[src/lbh_pkg.sv]
// package: shared constants and types for the local bus hold block
package lbh_pkg;
   // ---------------------------------------------------------------
   // bus cycle status codes, s2 s1 s0 (active-low lines)
   // ---------------------------------------------------------------
   localparam logic [2:0] LBH_ST_RSVD = 3'h0;
   localparam logic [2:0] LBH_ST_IORD = 3'h1;
   localparam logic [2:0] LBH_ST_IOWR = 3'h2;
   localparam logic [2:0] LBH_ST_HALT = 3'h3;
   localparam logic [2:0] LBH_ST_FETCH = 3'h4;
   localparam logic [2:0] LBH_ST_MEMRD = 3'h5;
   localparam logic [2:0] LBH_ST_MEMWR = 3'h6;
   localparam logic [2:0] LBH_ST_IDLE = 3'h7;
   // ---------------------------------------------------------------
   // timing figures
   // ---------------------------------------------------------------
   localparam int LBH_CLK_NS = 50;
   localparam int LBH_T1_CYC = 1;  // address phase length
   localparam int LBH_T2_CYC = 1;  // turnaround before strobe
   localparam int LBH_T3_CYC = 2;  // data phase length
   localparam int LBH_SYNC_STAGES = 2;
   // ---------------------------------------------------------------
   // carriers
   // ---------------------------------------------------------------
   typedef struct packed {
      logic       valid;  // core asks for a bus cycle
      logic [2:0] code;   // cycle type as a status code
      logic       locked; // part of a locked sequence
   } lbh_req_t;
   typedef struct packed {
      logic [2:0] o;   // driven value
      logic [2:0] oe;  // high while driven
      logic       pu;  // pullup enable
   } lbh_stat_pin_t;
endpackage

[src/lbh_hold.sv]
// module: bus hold arbiter, read strobe and cycle status outputs
`timescale 1ns/100ps
// Functional notes
// [RQ1] hold ranks below refresh, above all else
// [RQ2] odd-odd dma word may delay grant
// [RQ3] grant deferred until locked sequence ends
// [RQ4] read strobe only on owned reads
// [RQ5] strobe only after bus floated
// [RQ6] strobe floats with pullup in hold/reset
// [RQ7] status lines give current cycle type
// [RQ8] s2 memory/io, s1 transmit/receive
// [RQ9] status float in hold, pullup in reset
// [RQ10] finish cycle, grant, float bus outputs
// [RQ11] drop grant when request drops
// [RQ12] drop grant early when refresh needed
// [RQ13] status code table per cycle type
// [RQ14] hold request synchronised by two flops
// [RQ15] idle status is all high
module lbh_hold
   import lbh_pkg::*;
(
   // clock and reset
   input wire logic i_clk,
   input wire logic i_rst_n,
   // external master
   input wire logic i_hold_req,
   output logic o_bus_grant_out,
   // core side
   input wire lbh_req_t i_core_req,
   input wire logic i_refresh_req,
   output logic o_cycle_done,
   output logic o_refresh_busy,
   // read strobe pin (active low)
   output logic o_rd_n,
   output logic o_rd_n_oe,
   output logic o_rd_pu_en,
   // cycle status pins
   output logic o_cycle_status_2_n,
   output logic o_cycle_status_1_n,
   output logic o_cycle_status_0_n,
   output logic [2:0] o_cycle_status_oe,
   output logic o_cycle_status_pu_en,
   // muxed bus and other floated pins
   output logic o_muxed_addr_data_bus_oe,
   output logic o_bus_ctl_oe,
   output logic o_ctl_pu_en,
   output logic o_ale_pd_en
);
   // ---------------------------------------------------------------
   // state machine
   // ---------------------------------------------------------------
   typedef enum logic [5:0] {
      S_IDLE  = 6'h01,  // no cycle, bus owned
      S_ADDR  = 6'h02,  // address phase, bus driven
      S_TURN  = 6'h04,  // bus floated for read turnaround
      S_DATA  = 6'h08,  // data phase, strobe active on reads
      S_GRANT = 6'h10,  // bus given away
      S_REF   = 6'h20   // refresh cycle
   } lbh_state_t;

   lbh_state_t state_r, state_nxt;
   logic hold_s;            // synchronised hold request
   logic [1:0] cnt_r;       // phase counter
   logic [2:0] code_r;      // latched code of current cycle
   logic locked_r;          // inside a locked sequence
   logic in_reset_r;        // high until first edge after release

   function automatic logic is_read(input logic [2:0] c);
      is_read = (c == LBH_ST_IORD) || (c == LBH_ST_MEMRD) ||
                (c == LBH_ST_FETCH);
   endfunction

   // ---------------------------------------------------------------
   // hold request synchroniser
   // ---------------------------------------------------------------
   lbh_sync #(.STAGES(LBH_SYNC_STAGES)) u_sync (
      .i_clk(i_clk),
      .i_rst_n(i_rst_n),
      .i_d(i_hold_req),
      .o_q(hold_s)
   );

   // reset marker keeps pins in the reset float state
   always_ff @(posedge i_clk or negedge i_rst_n) begin
      if (!i_rst_n) begin
         in_reset_r <= 1'b1;
      end else begin
         in_reset_r <= 1'b0;
      end
   end

   // ---------------------------------------------------------------
   // next state
   // ---------------------------------------------------------------
   logic phase_end;
   always_comb begin
      state_nxt = state_r;
      phase_end = 1'b0;
      case (state_r)
         S_IDLE: begin
            // refresh first, then hold, then core cycles
            if (i_refresh_req) begin
               state_nxt = S_REF; // [RQ1]
            end else if (hold_s && !locked_r) begin
               state_nxt = S_GRANT; // [RQ1] [RQ3]
            end else if (i_core_req.valid) begin
               state_nxt = S_ADDR;
            end
         end
         S_ADDR: begin
            if (cnt_r == 2'(LBH_T1_CYC - 1)) begin
               // reads float the bus before the strobe
               state_nxt = is_read(code_r) ? S_TURN : S_DATA; // [RQ5]
            end
         end
         S_TURN: begin
            if (cnt_r == 2'(LBH_T2_CYC - 1)) begin
               state_nxt = S_DATA;
            end
         end
         S_DATA: begin
            if (cnt_r == 2'(LBH_T3_CYC - 1)) begin
               phase_end = 1'b1;
               // cycle in progress always completes first
               state_nxt = S_IDLE; // [RQ10] [RQ2]
            end
         end
         S_GRANT: begin
            if (!hold_s) begin
               state_nxt = S_IDLE; // [RQ11]
            end else if (i_refresh_req) begin
               state_nxt = S_IDLE; // [RQ12]
            end
         end
         S_REF: begin
            if (cnt_r == 2'(LBH_T3_CYC - 1)) begin
               state_nxt = S_IDLE;
            end
         end
         default: state_nxt = S_IDLE;
      endcase
   end

   // state register
   always_ff @(posedge i_clk or negedge i_rst_n) begin
      if (!i_rst_n) begin
         state_r <= S_IDLE;
      end else begin
         state_r <= state_nxt;
      end
   end

   // phase counter restarts on every state change
   always_ff @(posedge i_clk or negedge i_rst_n) begin
      if (!i_rst_n) begin
         cnt_r <= 2'h0;
      end else if (state_nxt != state_r) begin
         cnt_r <= 2'h0;
      end else begin
         cnt_r <= cnt_r + 2'h1;
      end
   end

   // cycle code and lock latched when a cycle starts
   always_ff @(posedge i_clk or negedge i_rst_n) begin
      if (!i_rst_n) begin
         code_r <= LBH_ST_IDLE;
         locked_r <= 1'b0;
      end else if (state_r == S_IDLE && state_nxt == S_ADDR) begin
         code_r <= i_core_req.code;
         locked_r <= i_core_req.locked; // [RQ3]
      end else if (phase_end && !i_core_req.locked) begin
         // lock ends when core stops flagging locked cycles
         locked_r <= 1'b0; // [RQ3]
      end
   end

   // ---------------------------------------------------------------
   // outputs
   // ---------------------------------------------------------------
   logic granted;
   logic busy;
   assign granted = (state_r == S_GRANT);
   assign busy = (state_r == S_ADDR) || (state_r == S_TURN) ||
                 (state_r == S_DATA);

   // status and strobe values registered from next state
   logic [2:0] stat_r;
   logic rd_n_r;
   always_ff @(posedge i_clk or negedge i_rst_n) begin
      if (!i_rst_n) begin
         stat_r <= LBH_ST_IDLE;
         rd_n_r <= 1'b1;
      end else begin
         if (state_nxt == S_ADDR || state_nxt == S_TURN ||
             state_nxt == S_DATA) begin
            stat_r <= (state_r == S_IDLE) ? i_core_req.code
                                          : code_r; // [RQ7] [RQ13]
         end else begin
            stat_r <= LBH_ST_IDLE; // [RQ15]
         end
         // strobe low only in data phase of an owned read
         rd_n_r <= !(state_nxt == S_DATA && is_read(code_r)); // [RQ4]
      end
   end

   assign o_bus_grant_out = granted; // [RQ10]
   assign o_cycle_done = phase_end;
   assign o_refresh_busy = (state_r == S_REF);

   // strobe floats in hold and reset, pullup holds it high
   assign o_rd_n = rd_n_r;
   assign o_rd_n_oe = !granted && !in_reset_r; // [RQ6]
   assign o_rd_pu_en = granted || in_reset_r; // [RQ6]

   // s2 is memory/io, s1 is transmit/receive on their own
   assign o_cycle_status_2_n = stat_r[2]; // [RQ8]
   assign o_cycle_status_1_n = stat_r[1]; // [RQ8]
   assign o_cycle_status_0_n = stat_r[0];
   assign o_cycle_status_oe = (granted || in_reset_r) ? 3'h0
                                                       : 3'h7; // [RQ9]
   // pullups on status only in reset, not in hold
   assign o_cycle_status_pu_en = in_reset_r; // [RQ9]

   // bus floated in hold and during read turnaround
   assign o_muxed_addr_data_bus_oe = !granted && !in_reset_r &&
      !(busy && is_read(code_r) && state_r != S_ADDR); // [RQ5] [RQ10]
   assign o_bus_ctl_oe = !granted && !in_reset_r; // [RQ10]
   assign o_ctl_pu_en = granted || in_reset_r; // [RQ10]
   assign o_ale_pd_en = granted || in_reset_r; // [RQ10]
endmodule

[src/lbh_sync.sv]
// module: two-stage synchroniser for the hold request
`timescale 1ns/100ps
module lbh_sync
   import lbh_pkg::*;
#(
   parameter int STAGES = LBH_SYNC_STAGES
) (
   // clock and reset
   input wire logic i_clk,
   input wire logic i_rst_n,
   // async level in, synced level out
   input wire logic i_d,
   output logic o_q
);
   // ---------------------------------------------------------------
   // shift chain
   // ---------------------------------------------------------------
   logic [STAGES-1:0] chain_r; // only the last bit is read outside
   // first stage feeds only the next stage, never logic
   always_ff @(posedge i_clk or negedge i_rst_n) begin
      if (!i_rst_n) begin
         chain_r <= '0;
      end else begin
         chain_r <= {chain_r[STAGES-2:0], i_d}; // [RQ14]
      end
   end
   assign o_q = chain_r[STAGES-1];
endmodule

[config.mk]
export PLATFORM = sky130hd
export DESIGN_NAME = lbh_hold
export DESIGN_NICKNAME = d
export VERILOG_FILES = /design/src/lbh_pkg.sv /design/src/lbh_hold.sv /design/src/lbh_sync.sv
export SDC_FILE = /design/constraint.sdc
export NUM_CORES = 1
export LEC_CHECK = 0
export BUFFER_PORTS_ARGS = -buffer_cell sky130_fd_sc_hd__buf_2
export CAP_MARGIN = 20
export CORE_UTILIZATION = 30
export CTS_CLUSTER_SIZE = 10
export DETAILED_ROUTE_END_ITERATION = 7
export GPL_ROUTABILITY_DRIVEN = 0
export SYNTH_ARGS = -nofsm -noshare
export SYNTH_HDL_FRONTEND = slang
export SYNTH_SLANG_ARGS = --single-unit
export TNS_END_PERCENT = 1
[constraint.sdc]
create_clock -name i_clk -period 6.2 [get_ports i_clk]
set_clock_uncertainty 0.1 [all_clocks]
set_input_delay 1.24 -clock i_clk [delete_from_list [all_inputs] [get_ports i_clk]]
set_output_delay 1.24 -clock i_clk [all_outputs]
set_load 0.005 [all_outputs]
# After elaboration in Yosys (flattened, before gate mapping)
# Index checks and enable logic that the tools add are counted.
# W data, S select, Z words.
[classes] add_sub_neg=1 multipliers=0 n_div=0 magnitude_cmp=0 eq_ne=15 shift=0 n_mux=18 bitwise=0 reduce_logical=24
[ops] cell="$mux W6" count=8
[ops] cell="$pmux W6 S5" count=1
[ops] cell="$eq A6 B2 Y1 const B" count=2
[ops] cell="$eq A6 B3 Y1 const B" count=2
[ops] cell="$eq A6 B4 Y1 const B" count=2
[ops] cell="$mux W3" count=3
[ops] cell="$logic_and A1 B1 Y1" count=8
[ops] cell="$logic_or A1 B1 Y1" count=7
[ops] cell="$eq A3 B3 Y1 const B" count=2
[ops] cell="$eq A6 B1 Y1 const B" count=1
[ops] cell="$eq A6 B5 Y1 const B" count=1
[ops] cell="$eq A6 B6 Y1 const B" count=1
[ops] cell="$logic_not A1 Y1" count=6
[ops] cell="$ne A6 B2 Y1 const B" count=1
[ops] cell="$ne A6 B6 Y1" count=1
[ops] cell="$mux W1" count=4
[ops] cell="$mux W4" count=1
[ops] cell="$eq A3 B1 Y1 const B" count=1
[ops] cell="$add A2 B1 Y2 const B" count=1
[ops] cell="$eq A2 B1 Y1 const B" count=1
[ops] cell="$logic_not A2 Y1" count=1
[ops] cell="$mux W2" count=1
[ops] cell="$reduce_bool A2 Y1" count=1
[ops] cell="$reduce_or A2 Y1" count=1
[totals] ff_bits=19 latch_bits=0 mem_bits_rw=0 rom_bits=0 input_bits=9 out_inout_bits=17 elab_cells=66 n_memories=0

# Logic depth before layout (Yosys ltp)
# Gate-level depths: netlist of run 1.
[logic_depth] ltp_word=10 depth_mapped=7 mapped_depth_nobuf=7

# Cells and area by module
# From an unflattened synthesis of run 1, not the netlist that was laid out.
[unflattened] cells_unflattened=142 hier_area_um2=1203.7
[modules_own_cells] module="lbh_hold" n_inst=1 cells_each=140 area_per_inst_um2=1153.6
[modules_own_cells] module="lbh_sync" n_inst=1 cells_each=2 area_per_inst_um2=50.0

# Least setup slack after synthesis of run 1
# Ideal clock, no wire load.
[synth_timing] kind="flip-flop to output port" from="reg state_r[2]" to="out o_cycle_status_oe[0]" arrival_ns=1.584 slack_ns=3.276 path_stages_with_launch=6 n_path_buf=1 cell_sequence="dfrtp_1 > or4_4 > nor3b_4 > or2_2 > inv_1 > buf_4"
[synth_via] elab_chain_len=3
[synth_lines] item="start: declaration" line_no="lbh_hold.sv:61" rtl="lbh_state_t state_r, state_nxt;"
[synth_lines] item="start signal: assignment" line_no="lbh_hold.sv:149" rtl="state_r <= state_nxt;"
[synth_lines] item="$eq A6 B5 Y1" line_no="lbh_hold.sv:183" rtl="assign granted = (state_r == S_GRANT);"
[synth_lines] item="via o_bus_grant_out" line_no="lbh_hold.sv:27" rtl="output logic o_bus_grant_out,"
[synth_lines] item="$logic_or A1 B1 Y1"
[synth_lines] item="via o_ale_pd_en" line_no="lbh_hold.sv:47" rtl="output logic o_ale_pd_en"
[synth_lines] item="$mux W3" line_no="lbh_hold.sv:220" rtl="assign o_cycle_status_oe = (granted || in_reset_r) ? 3'h0"
[synth_lines] item="end: declaration" line_no="lbh_hold.sv:41" rtl="output logic [2:0] o_cycle_status_oe,"
# The timed path passes the listed nets, and every way through them passes these cells.

# Final worst setup path of run 1
[layout_timing] from="reg state_r[2]" to="out o_cycle_status_oe[1]"
[layout_via] elab_chain_len=3
[layout_lines] item="$eq A6 B5 Y1" line_no="lbh_hold.sv:183"
[layout_lines] item="$logic_or A1 B1 Y1" line_no="lbh_hold.sv:220"
[layout_lines] item="$mux W3" line_no="lbh_hold.sv:220"
# No other way between the ends.

==> results of run 1 <==
stage by stage:
stage,hold slack [ns],setup WS (ns),instance area (um2)
floorplan,0.231,3.28,1140
global placement,0.232,3.18,1230
detailed placement,0.236,3.11,1230
CTS,0.257,2.82,1280
global route,0.286,2.76,1280
finish,0.254,2.83,1280
path summary, 6_finish.rpt:
| kind | start | endpoint |
|---|---|---|
| setup / recovery | state_r[2]$_DFF_PN0_ | o_cycle_status_oe[1] |
| hold / removal | u_sync.chain_r[0]$_DFF_PN0_ | u_sync.chain_r[1]$_DFF_PN0_ |
| setup reg to reg | state_r[2]$_DFF_PN0_ | cnt_r[1]$_DFF_PN0_ |
| hold reg to reg | u_sync.chain_r[0]$_DFF_PN0_ | u_sync.chain_r[1]$_DFF_PN0_ |
| max in group asynchronous | i_rst_n | code_r[1]$_DFFE_PN1P_ |
| min in group asynchronous | i_rst_n | state_r[5]$_DFF_PN0_ |
flip-flops by register name, indices dropped and copies added, names as in the netlist:
name	flops
stat_r	3
cnt_r	2
o_cycle_status_pu_en	1
locked_r	1
u_sync.chain_r	2
state_r	6
code_r	3
o_rd_n	1
report_power, final:
group	switching, mW	internal, mW	total, mW
logic	0.138	0.115	0.253
clock network	0.0405	0.0446	0.0852
registers	0.0480	0.175	0.223
logic make-up (layout without fill, tap and decap cells):
family                     after synthesis  count (layout)  share of synthesized area
AOI/OAI and AO/OA                       27              27                      0.167
xor gates and xnor gates                 3               3                     0.0231
adders and majority gates                2               2                     0.0220
buffers and inverters                   21              37                      0.100
DFF                                     19              19                      0.428
muxes                                    3               3                     0.0297
other                                    1               1                    0.00330
and+or+nand+nor                         45              45                      0.226
layout by cell type, fill, tap and decap left out, drive strengths merged:
cell,synthesis,layout
a2111o,1,1
a211oi,1,1
a21bo,1,1
a21o,1,1
a21oi,5,5
a22o,2,2
a311o,1,1
a31oi,2,2
a32oi,1,1
and3b,1,1
buf,11,25
clkbuf,2,3
clkinv,0,1
conb,1,1
dfrtp,10,10
dfstp,9,9
ha,2,2
inv,8,8
mux2,3,3
nand2,11,11
nand3,5,5
nand3b,2,2
nand4,1,1
nor2,8,8
nor2b,3,3
nor3,5,5
nor3b,3,3
nor4,1,1
nor4b,1,1
o211ai,2,2
o21a,3,3
o21ai,4,4
o21bai,1,1
o22ai,1,1
o31a,1,1
or2,1,1
or4,3,3
xnor2,2,2
xor2,1,1
final cells by class:
class	count	area, um2
sequential	19	487
timing repair buffer	25	125
inverter	8	30.0
clock inverter	1	5.00
multi-input combinational	81	536
clock buffer	3	41.3
tap	46	57.6
fill	357	2190
per-layer routing:
metal | GRT usage | up-vias
li1 | - | 448
met1 | 0.178 | 454
met2 | 0.194 | 29
met3 | 0.0236 | 2
met4 | 0.0426 | 0
met5 | 0 | -
==> flow_summary.ini, run 1 <==
[synth]
yosys-top-cells-area = dfrtp_1 (22%), dfstp_2 (21%), buf_4 (4.0%)
synth.largest_area_cell = dfrtp_1
synth_seq_area_share = 0.428
synth_top_area_frac = 0.220
synth_commonest_cells = nand2_1 (11), dfrtp_1 (10), dfstp_2 (9)
synth_nets = 132
yosysUniqueCellTypes = 43
syn-cell-area_um2 = 1140
synth_warnings = 0
async_reset_ff_frac = 1.00
synth_enable_flop_cells = 0
synth_flop_cell = dfrtp_1
synth_seq_cells = 19
synthCells = 121
syn_avg_cell_area_um2 = 9.39
synth.most_common_cell = nand2_1

[cells_and_area]
layout.cells.non_filler = 183
drive_gt1_frac = 0.336
final_nets = 149
fin_util = 0.369
diodes = 0
syn2layout_area_growth_pct = 12.8

[placed_design]
port_buffers = 25
hpwl_um = 1790
dp_cells = 179

[clocking]
cts_setup_buffers = 0
path_clk_slew_ns = 0.07
clkLatencyLatePin_ns = 0.25
cts.sinks = 19
cts_resized = 0
clock_path_buffers = 2
cts_tree = built
ctsRootBufferMaster = clkbuf_8
htree_levels = 1
ctsHoldBuffers = 0
cts_made_buffers = 3

[power_and_ir_drop]
total_leakage_power_nw = 0.548
totalPowerFinal_uw = 561
irDropWorstVdd_mv = 0.101
p_per_area_nw_per_um2 = 438

[critical_path]
path_cells = or4_4 > nor3b_4 > or2_2 > inv_1 > buf_2
worst_r2r_path_depth = 5
cp_top_family = simple AND/OR/NAND/NOR gates
regToRegSetupSlack_ns = 3.93
critPathMaxFanout = 12
end_kind = output port
max_stage_delay_ns = 0.62
startpoint_type = register
arrival_ns = 2.03
required_ns = 4.86
slowest_stage = or4_4
cp_num_buf_inv = 2
cp_num_cells = 5
critPathKind = register to output port

[timing]
setup_violations = 0
hold_viol = 0
fin_crit_ns = 3.37
finalSetupTns_ns = 0
maxSlewViolCount = 0
fmax_ghz = 0.297
rsz0062_at_grt = false
post-route-period-util = 0.543

[grt]
grt_pass1_vias = 823
grt-ovfl-total = 0
grt_usage = 0.127
grt_max_degree = 20
antenna_found_initial = 0
grt_pass1_wl_um = 3970

[floorplanning]
die_h_um = 63.5
dieWidth_um = 63.5
ios = 26
rows = 21
coreArea_um2 = 3470
start_util = 0.328
dieArea_um2 = 4040

[drt]
drt_first_pass_iters = 4
wl_met2_um = 1110
vias_per_cell = 5.10
ant_nets = 0
topRoutingLayerUsed = met4
finalWirelength_um = 2360
wl_met1_um = 1140
wl_per_cell_um = 12.9
drc = 0
wl_met3_um = 91
num_vias = 933
first_iter_violations = 33

[worst_hold_path]
hold_depth = 0
min_path_type = register to register

[status]
status = finished, final reports clean

[job]
cap_violations = 0
No activity file was read; power rests on OpenSTA's default activity.
==> inputs of run 2 (changes only) <==
ABC_AREA = 1   (was default)
clock period = 3.4 ns   (was 6.2 ns; I/O delays follow)
==> run 2 against run 1 <==
Compared with the run above: global-route usage down 0.057 points; largest cell class unchanged; via count up 6.0%; utilization down 0.78 points; critical endpoint is now o_muxed_addr_data_bus_oe; combinational power up 76%; critical path type unchanged; area after synthesis up 0.11%; the flow now finishes with violations (design-rule violations).
==> flow_summary.ini, run 2 <==
[drt]
ant_nets = 0
drc = 1
first_iter_violations = 61
num_vias = 989
finalWirelength_um = 2370
vias_per_cell = 4.38
wl_per_cell_um = 10.5
drt_first_pass_iters = 6

[timing]
finalSetupTns_ns = 0
fin_crit_ns = 2.48
fmax_ghz = 0.404
setup_violations = 0
hold_viol = 0
layout_setup_ws_ns = 0.922
maxSlewViolCount = 0
post-route-period-util = 0.729
rsz0062_at_grt = false

[critical_path]
cp_num_buf_inv = 2
path_cells = nor2_2 > nand2_1 > nor2_4 > nor2_1 > inv_1 > a31oi_1 > buf_2
slowest_stage = dfstp_2
cp_top_family = flip-flops
r2r_start = state_r[0]$_DFF_PN1_
critPathKind = register to output port
startpoint_type = register
arrival_ns = 1.70
max_stage_delay_ns = 0.59
critPathMaxFanout = 6
rr_endpoint = cnt_r[0]$_DFF_PN0_
end_kind = output port
required_ns = 2.62
worst_r2r_path_depth = 9
regToRegSetupSlack_ns = 1.57

[clocking]
cts.sinks = 19
cts_tree = built
cts_resized = 0
htree_levels = 1
clkLatencyLatePin_ns = 0.26
path_clk_slew_ns = 0.07
cts_made_buffers = 3
cts_setup_buffers = 0
ctsRootBufferMaster = clkbuf_8
ctsHoldBuffers = 0
clock_path_buffers = 2

[cells_and_area]
layout.cells.non_filler = 226
drive_gt1_frac = 0.320
final_cell_mix = nand2_1 (40), buf_2 (25), nor2_1 (21)
final_nets = 190
fillers = 400
fin_util = 0.362
final_common_cell = nand2_1
diodes = 0
regMostFlops = state_r
largest_reg_flops = 6
syn2layout_area_growth_pct = 16.4
largestRegisters = state_r (6), code_r (3), stat_r (3)

[job]
cap_violations = 0

[floorplanning]
rows = 22
coreArea_um2 = 3660
die_h_um = 63.6
dieWidth_um = 63.6
dieArea_um2 = 4040
ios = 26
start_util = 0.311

[grt]
grt_pass1_wl_um = 3820
grt-ovfl-total = 0
grt_usage = 0.126
grt_max_degree = 20
antenna_found_initial = 0
grt_pass1_vias = 813

[synth]
synth_nets = 166
synth_commonest_cells = nand2_1 (40), nor2_1 (21), inv_1 (16)
yosys-top-cells-area = dfrtp_1 (22%), dfstp_2 (21%), nand2_1 (13%)
syn-cell-area_um2 = 1140
synth_seq_area_share = 0.428
synth_warnings = 0
synth_enable_flop_cells = 0
syn_avg_cell_area_um2 = 7.34
synth_top_area_frac = 0.220
yosysUniqueCellTypes = 22
async_reset_ff_frac = 1.00
synth_flop_cell = dfrtp_1
synth.largest_area_cell = dfrtp_1
synth_seq_cells = 19
synthCells = 155
synth.most_common_cell = nand2_1

[placed_design]
hpwl_um = 1890
port_buffers = 25
pre_cts_slack_ns = 1.18
dp_cells = 222

[power_and_ir_drop]
irDropWorstVdd_mv = 0.254
p_per_area_nw_per_um2 = 725
total_leakage_power_nw = 0.709

[status]
violations = design-rule violations
status = finished with violations

[worst_hold_path]
min_path_type = input port to async pin
==> run 2: cell type report <==
| type | instances | area [um2] | share of cell area |
|---|---|---|---|
| multi-input combinational | 110 | 531 | 0.401 |
| sequential | 19 | 487 | 0.368 |
| timing repair buffer | 25 | 125 | 0.0945 |
| inverter | 20 | 75.1 | 0.0567 |
| tap | 48 | 60.1 | 0.0454 |
| clock buffer | 3 | 41.3 | 0.0312 |
| clock inverter | 1 | 5.00 | 0.00378 |
==> run 2: metal layers <==
layer  part of all wire  GRT usage  vias up
met3              0.051     0.0272        5
met1               0.54      0.192      433
li1                   -          -      521
met2               0.39      0.169       30
met4              0.017     0.0511        0
met5                  0          0        -
==> run 2: worst max-delay path by stage <==
stage	start	to	slack [ns]	cells after the start
floorplan	state_r[0]$_DFF_PN1_	o_muxed_addr_data_bus_oe	1.26	6
global placement	state_r[0]$_DFF_PN1_	o_muxed_addr_data_bus_oe	1.24	7
detailed placement	state_r[0]$_DFF_PN1_	o_muxed_addr_data_bus_oe	1.18	7
CTS	state_r[0]$_DFF_PN1_	o_muxed_addr_data_bus_oe	0.89	7
global route	state_r[0]$_DFF_PN1_	o_muxed_addr_data_bus_oe	0.79	7
finish	state_r[0]$_DFF_PN1_	o_muxed_addr_data_bus_oe	0.92	7
==> run 2: kinds of logic (layout without fill, tap and decap cells) <==
family,after synthesis,count (layout),share of synthesized area
compound gates,17,17,0.0781
buf+inv,26,49,0.106
flops,19,19,0.428
simple gates,90,90,0.363
fa+ha+maj,2,2,0.0220
other cells,1,1,0.00330
==> run 2: report_power, final <==
part	switching, mW	internal (mW)	total [mW]
sequential	0.0404	0.312	0.353
combinational	0.292	0.154	0.446
clock	0.0795	0.0816	0.161
==> run 2: metrics by stage <==
step	power (mW)	cell area, um2	hold slack, ns
2_1_floorplan	0.692	1140	0.231
3_3_place_gp	0.800	1280	0.232
3_5_place_dp	0.803	1280	0.250
4_1_cts	0.968	1320	0.264
5_1_grt	1.05	1320	0.266
6_report	0.960	1320	0.248
==> run 2: worst reg2reg max path, cell delays in order, from the launching register on <==
cell and delay [ns]:
dfstp_2 0.59, inv_2 0.08, nor2_1 0.09, nand3_1 0.24, o21bai_1 0.21, nand2_1 0.07
nand3_1 0.09, nor2_1 0.05, nand4_1 0.15, nor2_1 0.06
